`src/pkg/csar_pkg.sv`:
```
package csar_pkg;

    // Register indices
    localparam logic [7:0] SYS_STATUS_IDX   = 8'h0B;
    localparam logic [7:0] FAULT_STATUS_IDX = 8'h0C;
    localparam logic [7:0] VIN_FLOOR_IDX    = 8'h0D;
    localparam logic [7:0] BATT_V_IDX       = 8'h0E;
    localparam logic [7:0] SYS_V_IDX        = 8'h0F;
    localparam logic [7:0] THERM_PCT_IDX    = 8'h10;
    localparam logic [7:0] VIN_V_IDX        = 8'h11;
    localparam logic [7:0] CHG_I_IDX        = 8'h12;
    localparam logic [7:0] LIMIT_STATUS_IDX = 8'h13;
    localparam logic [7:0] SOFT_RESET_IDX   = 8'h14;

    // Field positions
    localparam int SELECT_BIT    = 7;
    localparam int SOFT_RST_BIT  = 7;
    localparam int WD_FAULT_BIT  = 7;
    localparam int VIN_LIM_BIT   = 7;
    localparam int IIN_LIM_BIT   = 6;

    // Values after reset, and the data read from an unmapped index
    localparam logic       WD_FAULT_RST   = 1'b1;
    localparam logic       SELECT_RST     = 1'b0;
    localparam logic [6:0] FLOOR_RST      = 7'h12;
    localparam logic [6:0] READING_RST    = 7'h00;
    localparam logic [5:0] CAP_RST        = 6'h00;
    localparam logic [7:0] UNMAPPED_DATA  = 8'h00;

    // Floor codes: 2.6V + 100mV per count
    localparam logic [6:0] FLOOR_MIN_CODE = 7'h0D;
    localparam logic [6:0] REL_DOUBLE_CODE = 7'h22;

    // Source type encodings
    localparam logic [2:0] SRC_NONE    = 3'h0;
    localparam logic [2:0] SRC_USB_SDP = 3'h1;
    localparam logic [2:0] SRC_ADAPTER = 3'h2;
    localparam logic [2:0] SRC_OTG     = 3'h7;

    // Charge phase encodings
    localparam logic [1:0] PHASE_IDLE = 2'h0;
    localparam logic [1:0] PHASE_PRE  = 2'h1;
    localparam logic [1:0] PHASE_FAST = 2'h2;
    localparam logic [1:0] PHASE_DONE = 2'h3;

    // Charge fault encodings
    localparam logic [1:0] CFLT_NORMAL  = 2'h0;
    localparam logic [1:0] CFLT_INPUT   = 2'h1;
    localparam logic [1:0] CFLT_THERMAL = 2'h2;
    localparam logic [1:0] CFLT_TIMER   = 2'h3;

endpackage

```
`src/design/csar_floor_calc.sv`:
```
`timescale 1ns/1ps
`default_nettype none

module csar_floor_calc (
    input  wire logic       absolute_floor_select,
    input  wire logic [6:0] abs_floor_field,
    input  wire logic [6:0] noload_vin_code,
    input  wire logic [4:0] input_floor_offset,
    output logic      [6:0] relative_code,
    output logic      [6:0] effective_code
);

    logic [5:0] applied_offset;
    logic [7:0] lower_bound;

    always_comb begin
        // Offset doubles once the unloaded input sits above 6V
        if (noload_vin_code > csar_pkg::REL_DOUBLE_CODE) begin
            applied_offset = {input_floor_offset, 1'b0};
        end else begin
            applied_offset = {1'b0, input_floor_offset};
        end
        lower_bound = {2'b00, applied_offset} + {1'b0, csar_pkg::FLOOR_MIN_CODE};
        if ({1'b0, noload_vin_code} < lower_bound) begin
            relative_code = csar_pkg::FLOOR_MIN_CODE;
        end else begin
            relative_code = 7'(noload_vin_code - 7'(applied_offset));
        end
        if (!absolute_floor_select) begin
            effective_code = relative_code;
        end else if (abs_floor_field < csar_pkg::FLOOR_MIN_CODE) begin
            effective_code = csar_pkg::FLOOR_MIN_CODE;
        end else begin
            effective_code = abs_floor_field;
        end
    end

endmodule

`default_nettype wire

```
`src/design/csar_regs.sv`:
```
`timescale 1ns/1ps
`default_nettype none

module csar_regs (
    input  wire logic       sys_clk,
    input  wire logic       arst_n,
    input  wire logic [7:0] reg_addr,
    input  wire logic       reg_wr_en,
    input  wire logic [7:0] reg_wr_data,
    input  wire logic       reg_rd_en,
    output logic      [7:0] reg_rd_data,
    input  wire logic [2:0] source_type,
    input  wire logic [1:0] charge_phase_code,
    input  wire logic       power_ok_flag,
    input  wire logic       sys_floor_reg_flag,
    input  wire logic       wd_expired,
    input  wire logic       wd_serviced,
    input  wire logic [1:0] charge_fault_code,
    input  wire logic       batt_overvoltage_flag,
    input  wire logic [2:0] ntc_fault_code,
    input  wire logic       thermal_limit_flag,
    input  wire logic       input_attached_flag,
    input  wire logic       batt_below_short,
    input  wire logic       adc_valid,
    input  wire logic [6:0] adc_batt_code,
    input  wire logic [6:0] adc_sys_code,
    input  wire logic [6:0] adc_therm_code,
    input  wire logic [6:0] adc_vin_code,
    input  wire logic [6:0] adc_chg_code,
    input  wire logic       vin_limit_active,
    input  wire logic       iin_limit_active,
    input  wire logic       input_power_search,
    input  wire logic [5:0] cap_in_force,
    input  wire logic [6:0] noload_vin_code,
    input  wire logic [4:0] input_floor_offset,
    output logic            absolute_floor_select,
    output logic      [6:0] vin_floor_code,
    output logic            settings_reset_pulse,
    output logic            safety_timer_restart
);

    ////////////////////////////////////////////////////////////////////////////
    // State

    logic [7:0] sys_status;
    logic [7:0] fault_live;
    logic       wd_fault;
    logic [6:0] floor_field;
    logic [6:0] batt_reading;
    logic [6:0] sys_reading;
    logic [6:0] therm_reading;
    logic [6:0] vin_reading;
    logic [6:0] chg_reading;
    logic [1:0] limit_flags;
    logic [5:0] cap_reading;
    logic       soft_rst_bit;

    logic [7:0] next_sys_status;
    logic [7:0] next_fault_live;
    logic       next_wd_fault;
    logic       next_select;
    logic [6:0] next_floor_field;
    logic [6:0] next_batt_reading;
    logic [6:0] next_sys_reading;
    logic [6:0] next_therm_reading;
    logic [6:0] next_vin_reading;
    logic [6:0] next_chg_reading;
    logic [1:0] next_limit_flags;
    logic [5:0] next_cap_reading;
    logic       next_soft_rst_bit;
    logic [7:0] next_rd_data;
    logic [6:0] next_vin_floor_code;
    logic       next_settings_reset;
    logic       next_timer_restart;

    logic [6:0] relative_code;
    logic [6:0] effective_code;
    logic       wr_floor;
    logic       wr_reset;

    assign wr_floor = reg_wr_en && (reg_addr == csar_pkg::VIN_FLOOR_IDX);
    assign wr_reset = reg_wr_en && (reg_addr == csar_pkg::SOFT_RESET_IDX);

    csar_floor_calc u_floor (
        .absolute_floor_select (absolute_floor_select),
        .abs_floor_field       (floor_field),
        .noload_vin_code       (noload_vin_code),
        .input_floor_offset    (input_floor_offset),
        .relative_code         (relative_code),
        .effective_code        (effective_code)
    );

    ////////////////////////////////////////////////////////////////////////////
    // Next values

    always_comb begin
        // Live status snapshots
        next_sys_status = {source_type, charge_phase_code,
                           power_ok_flag, 1'b0, sys_floor_reg_flag};
        next_fault_live = {1'b0, 1'b0, charge_fault_code,
                           batt_overvoltage_flag, ntc_fault_code};
        next_limit_flags = {vin_limit_active, iin_limit_active};

        // Watchdog fault: expiry beats a service in the same cycle
        if (wd_expired) begin
            next_wd_fault = 1'b1;
        end else if (wd_serviced) begin
            next_wd_fault = 1'b0;
        end else begin
            next_wd_fault = wd_fault;
        end

        // Conversion results
        next_batt_reading  = batt_reading;
        next_sys_reading   = sys_reading;
        next_therm_reading = therm_reading;
        next_vin_reading   = vin_reading;
        next_chg_reading   = chg_reading;
        if (adc_valid) begin
            next_batt_reading  = adc_batt_code;
            next_sys_reading   = adc_sys_code;
            next_therm_reading = adc_therm_code;
            next_vin_reading   = adc_vin_code;
            next_chg_reading   = adc_chg_code;
        end
        if (batt_below_short) begin
            next_chg_reading = 7'h00;
        end
        next_cap_reading = input_power_search ? cap_in_force : cap_reading;

        // Floor register
        next_select      = absolute_floor_select;
        next_floor_field = floor_field;
        if (wr_floor) begin
            next_select = reg_wr_data[csar_pkg::SELECT_BIT];
        end
        if (wr_floor && reg_wr_data[csar_pkg::SELECT_BIT]) begin
            next_floor_field = reg_wr_data[6:0];
        end else if (!next_select) begin
            next_floor_field = relative_code;
        end
        next_vin_floor_code = effective_code;

        // Soft reset request and self-clear
        next_soft_rst_bit   = 1'b0;
        next_settings_reset = 1'b0;
        next_timer_restart  = 1'b0;
        if (soft_rst_bit) begin
            next_settings_reset = 1'b1;
            next_timer_restart  = 1'b1;
            next_wd_fault       = csar_pkg::WD_FAULT_RST;
            next_select         = csar_pkg::SELECT_RST;
            next_floor_field    = csar_pkg::FLOOR_RST;
            next_batt_reading   = csar_pkg::READING_RST;
            next_sys_reading    = csar_pkg::READING_RST;
            next_therm_reading  = csar_pkg::READING_RST;
            next_vin_reading    = csar_pkg::READING_RST;
            next_chg_reading    = csar_pkg::READING_RST;
            next_cap_reading    = csar_pkg::CAP_RST;
        end else if (wr_reset) begin
            next_soft_rst_bit = reg_wr_data[csar_pkg::SOFT_RST_BIT];
        end

        // Read mux, free of side effects
        next_rd_data = reg_rd_data;
        if (reg_rd_en) begin
            if (reg_addr == csar_pkg::SYS_STATUS_IDX) begin
                next_rd_data = sys_status;
            end else if (reg_addr == csar_pkg::FAULT_STATUS_IDX) begin
                next_rd_data = {wd_fault, fault_live[6:0]};
            end else if (reg_addr == csar_pkg::VIN_FLOOR_IDX) begin
                next_rd_data = {absolute_floor_select, floor_field};
            end else if (reg_addr == csar_pkg::BATT_V_IDX) begin
                next_rd_data = {thermal_limit_flag, batt_reading};
            end else if (reg_addr == csar_pkg::SYS_V_IDX) begin
                next_rd_data = {1'b0, sys_reading};
            end else if (reg_addr == csar_pkg::THERM_PCT_IDX) begin
                next_rd_data = {1'b0, therm_reading};
            end else if (reg_addr == csar_pkg::VIN_V_IDX) begin
                next_rd_data = {input_attached_flag, vin_reading};
            end else if (reg_addr == csar_pkg::CHG_I_IDX) begin
                next_rd_data = {1'b0, chg_reading};
            end else if (reg_addr == csar_pkg::LIMIT_STATUS_IDX) begin
                next_rd_data = {limit_flags, cap_reading};
            end else if (reg_addr == csar_pkg::SOFT_RESET_IDX) begin
                next_rd_data = {soft_rst_bit, 7'h00};
            end else begin
                next_rd_data = csar_pkg::UNMAPPED_DATA;
            end
        end
    end

    ////////////////////////////////////////////////////////////////////////////
    // Registers

    always_ff @(posedge sys_clk or negedge arst_n) begin
        if (!arst_n) begin
            sys_status            <= 8'h00;
            fault_live            <= 8'h00;
            wd_fault              <= csar_pkg::WD_FAULT_RST;
            absolute_floor_select <= csar_pkg::SELECT_RST;
            floor_field           <= csar_pkg::FLOOR_RST;
            batt_reading          <= csar_pkg::READING_RST;
            sys_reading           <= csar_pkg::READING_RST;
            therm_reading         <= csar_pkg::READING_RST;
            vin_reading           <= csar_pkg::READING_RST;
            chg_reading           <= csar_pkg::READING_RST;
            limit_flags           <= 2'h0;
            cap_reading           <= csar_pkg::CAP_RST;
            soft_rst_bit          <= 1'b0;
            reg_rd_data           <= 8'h00;
            vin_floor_code        <= csar_pkg::FLOOR_RST;
            settings_reset_pulse  <= 1'b0;
            safety_timer_restart  <= 1'b0;
        end else begin
            sys_status            <= next_sys_status;
            fault_live            <= next_fault_live;
            wd_fault              <= next_wd_fault;
            absolute_floor_select <= next_select;
            floor_field           <= next_floor_field;
            batt_reading          <= next_batt_reading;
            sys_reading           <= next_sys_reading;
            therm_reading         <= next_therm_reading;
            vin_reading           <= next_vin_reading;
            chg_reading           <= next_chg_reading;
            limit_flags           <= next_limit_flags;
            cap_reading           <= next_cap_reading;
            soft_rst_bit          <= next_soft_rst_bit;
            reg_rd_data           <= next_rd_data;
            vin_floor_code        <= next_vin_floor_code;
            settings_reset_pulse  <= next_settings_reset;
            safety_timer_restart  <= next_timer_restart;
        end
    end
endmodule

`default_nettype wire

```
`config.mk`:
```
export PLATFORM = sky130hd
export DESIGN_NAME = csar_regs
export DESIGN_NICKNAME = d
export VERILOG_FILES = /design/src/pkg/csar_pkg.sv /design/src/design/csar_floor_calc.sv /design/src/design/csar_regs.sv
export SDC_FILE = /design/constraint.sdc
export NUM_CORES = 1
export LEC_CHECK = 0
export BUFFER_PORTS_ARGS = -buffer_cell sky130_fd_sc_hd__buf_2
export CAP_MARGIN = 25
export CORE_ASPECT_RATIO = 1.25
export CORE_MARGIN = 1.5
export CORE_UTILIZATION = 35
export CTS_BUF_LIST = sky130_fd_sc_hd__clkbuf_16
export DETAILED_ROUTE_END_ITERATION = 16
export GPL_ROUTABILITY_DRIVEN = 0
export SLEW_MARGIN = 20
export SYNTH_ARGS = -nofsm -noshare
export SYNTH_HDL_FRONTEND = slang
export SYNTH_SLANG_ARGS = --single-unit
```
`constraint.sdc`:
```
create_clock -name sys_clk -period 1.9 [get_ports sys_clk]
set_clock_uncertainty 0.2 [all_clocks]
set_input_delay 0.19 -clock sys_clk [delete_from_list [all_inputs] [get_ports sys_clk]]
set_output_delay 0.19 -clock sys_clk [all_outputs]
set_load 0.01 [all_outputs]
```
==> impl_metrics.env <==
export IMPL_num_vias=4449
export IMPL_outcome="finished, violations left"
export IMPL_antenna_found_initial=0
export IMPL_cp_max_fo=3
export IMPL_final_cell_mix="buf_2 (109), dfrtp_1 (77), dlygate4sd3_1 (69), buf_4 (68), nor2_1 (60)"
export IMPL_synthAdderAreaFrac=0.0428
export IMPL_ys_types=67
export IMPL_synth_edf_count=0
export IMPL_ys_flop_type="dfrtp_1"
export IMPL_p_per_area_nw_per_um2=678
export IMPL_dp_cells=779
export IMPL_grt_start_max_net_pins=38
export IMPL_initial_core_util=0.358
export IMPL_syn2layout_area_growth_pct=51.1
export IMPL_wl_mm=14.2
export IMPL_clk_path_buf_depth=2
export IMPL_fin_crit_ps=2840
export IMPL_total_power_mw=4.67
export IMPL_timing_slew_headroom=0.693
export IMPL_grt_pass1_wl_mm=22.4
export IMPL_cts_sinks=82
export IMPL_root_buffer="clkbuf_16"
export IMPL_cts_tree="built"
export IMPL_synth_seq_cells=82
export IMPL_overflow=0
export IMPL_violations="negative setup slack"
export IMPL_vdd_drop_max_uv=525
export IMPL_hold_violations=0
export IMPL_cts_buffers_inserted=9
export IMPL_fp_coreArea_um2=12700
export IMPL_slew_violations=0
export IMPL_die_area_um2=13700
export IMPL_synth_top_family_by_area="compound AO/OA/AOI/OAI gates"
export IMPL_num_rows=46
export IMPL_syn_nets=564
export IMPL_antenna_left=0
export IMPL_wl_per_cell_um=16.4
export IMPL_cellLeakagePower_nw=3.26
export IMPL_cts_reportedPaths_clkPinSlew_ps=60
export IMPL_place_hpwl_mm=10.5
export IMPL_design_area_um2=6890
export IMPL_synth_avg_cell_area_um2=10.0
export IMPL_placed_cell_area_um2=5850
export IMPL_grt_util_all_layers=0.212
export IMPL_critPathKind="input port to register"
export IMPL_final_core_util=0.542
export IMPL_clock_latency_ps=340
export IMPL_yosys_warnings=0
export IMPL_period_share=1.49
export IMPL_rrSetupSlack_ps=170
export IMPL_die_w_um=105
export IMPL_start_kind="input port"
export IMPL_min_path_type="input port to register"
export IMPL_synth_compound_area_frac=0.174
export IMPL_endpoint_kind="register"
export IMPL_final_common_cell="buf_2"
export IMPL_portBuffers=112
export IMPL_drc_errors=0
export IMPL_antenna_cells=0
export IMPL_h_tree_depth=3
export IMPL_synthMuxAreaShare=0.132
export IMPL_fin_ws_ps=-935
export IMPL_synthSimpleGateAreaFrac=0.158
export IMPL_drive_gt1_frac=0.337
export IMPL_arrival_ps=2890
export IMPL_synthCells=454
export IMPL_cp_required_ps=1950
export IMPL_worstMarginPinSlew_ps=449
export IMPL_firstDrtPassIters=4
export IMPL_fin_nets=803
export IMPL_yosysSeqAreaShare=0.451
export IMPL_die_y_um=131
export IMPL_synth_xor_area_frac=0.00384
export IMPL_syn_area_um2=4560
export IMPL_fmax_mhz=353
export IMPL_stdcell_count=866
export IMPL_vias_per_cell=5.14
export IMPL_drtIter0Drc=200
export IMPL_cap_viol_max_count=0
export IMPL_grt_setup_unrepaired="true"
export IMPL_final_setup_viol_count=14
export IMPL_grt_pass1_vias=4614
export IMPL_io_pins=113
export IMPL_async_flop_share=1.00
-- path summary, 6_finish.rpt --
path | from | end | cells after the start
worst max register to register | soft_rst_bit$_DFF_PN0_ | wd_fault$_DFFE_PN1P_ | 4
min in group asynchronous | arst_n | batt_reading[5]$_DFFE_PN0P_ | 2
max in group asynchronous | arst_n | floor_field[1]$_DFFE_PN1P_ | 3
worst max-delay path | noload_vin_code[1] | floor_field[1]$_DFFE_PN1P_ | 15
worst min-delay path | reg_wr_data[7] | soft_rst_bit$_DFF_PN0_ | 3
worst min register to register | floor_field[1]$_DFFE_PN1P_ | vin_floor_code[1]$_DFF_PN1_ | 2
-- logic make-up after synthesis --
kind of cell,count (synthesis)
AO/OA/AOI/OAI,112
XOR/XNOR,2
flip-flops,82
adder cells (fa/ha/maj),15
AND/OR/NAND/NOR,147
multiplexers,55
buffers and inverters,41
-- routing by layer --
layer | vias to the layer above | global-route usage | wire (µm) | share of wire
met1 | 2155 | 0.229 | 5440 | 0.38
met2 | 134 | 0.391 | 7500 | 0.53
met5 | - | 0 | 0 | 0
met4 | 0 | 0.120 | 597 | 0.042
li1 | 2121 | - | - | -
met3 | 39 | 0.0412 | 644 | 0.045
-- critical path, cell delays in order --
cell	delay, ps
buf_6	90
a2111o_1	450
a21o_1	210
nand2_1	70
nand2_2	70
ha_4	180
nor2_4	110
o22ai_1	70
a31o_1	190
ha_1	290
o211ai_1	100
a21oi_2	180
o32ai_2	130
or3_1	340
a32oi_1	240
-- registers in the layout, summed over array words and instances (netlist names), 7 cells and up --
register,flops
reg_rd_data,8
batt_reading,7
chg_reading,7
floor_field,7
sys_reading,7
sys_status,7
therm_reading,7
vin_floor_code,7
vin_reading,7
-- what timing repair did --
item                                   CTS  global route
setup endpoints to repair               14            15
hold buffers                            69             0
resized for setup                        9             6
setup buffers                            3             0
pin swaps                               14             1
endpoints found under the hold margin  143             0
-- cell type report --
type	count	area, µm²
inverters	17	63.8
fillers	1146	5830
well taps	168	210
repair buffers	252	1850
clock buffers	9	225
multi-input cells	331	2450
clock inverters	7	31.3
flip-flops and latches	82	2060
-- power breakdown --
part	switching [mW]	leakage, nW	internal (mW)
logic	0.544	2.14	0.586
registers	0.112	0.978	1.92
clock network	0.650	0.138	0.857
-- cells in the mapped netlist, types with 3 or more instances --
cell | count | area (µm²)
a2111oi_0 | 3 | 26.3
o31ai_1 | 3 | 22.5
clkbuf_1 | 15 | 56.3
mux2i_1 | 50 | 500
nand2b_1 | 6 | 37.5
nor4_1 | 3 | 18.8
dfrtp_1 | 77 | 1930
nand3_1 | 6 | 30.0
a211oi_1 | 4 | 30.0
nor2_1 | 62 | 233
ha_1 | 14 | 175
a21o_1 | 3 | 22.5
nand2_1 | 33 | 124
nor2b_1 | 4 | 25.0
a21oi_1 | 25 | 125
dfstp_2 | 5 | 131
inv_1 | 17 | 63.8
nor3_1 | 6 | 30.0
mux4_2 | 4 | 90.1
o21ai_1 | 8 | 40.0
o21ai_0 | 18 | 90.1
and2_1 | 3 | 18.8
a32oi_1 | 9 | 78.8
nand3b_1 | 3 | 22.5
o2bb2ai_1 | 4 | 35.0
or3_1 | 5 | 31.3
buf_2 | 6 | 30.0
-- per-stage QoR --
step	hold slack [ps]	worst slack, ps	setup TNS [ps]
6_report	2.37	-935	-11390
5_1_grt	26.2	-1040	-12780
4_1_cts	0.972	-943	-11330
3_5_place_dp	-92.7	-1420	-17800
3_3_place_gp	-99.8	-1220	-16550
2_1_floorplan	-306	-1130	-15170
(Power assumes the default switching activity.)
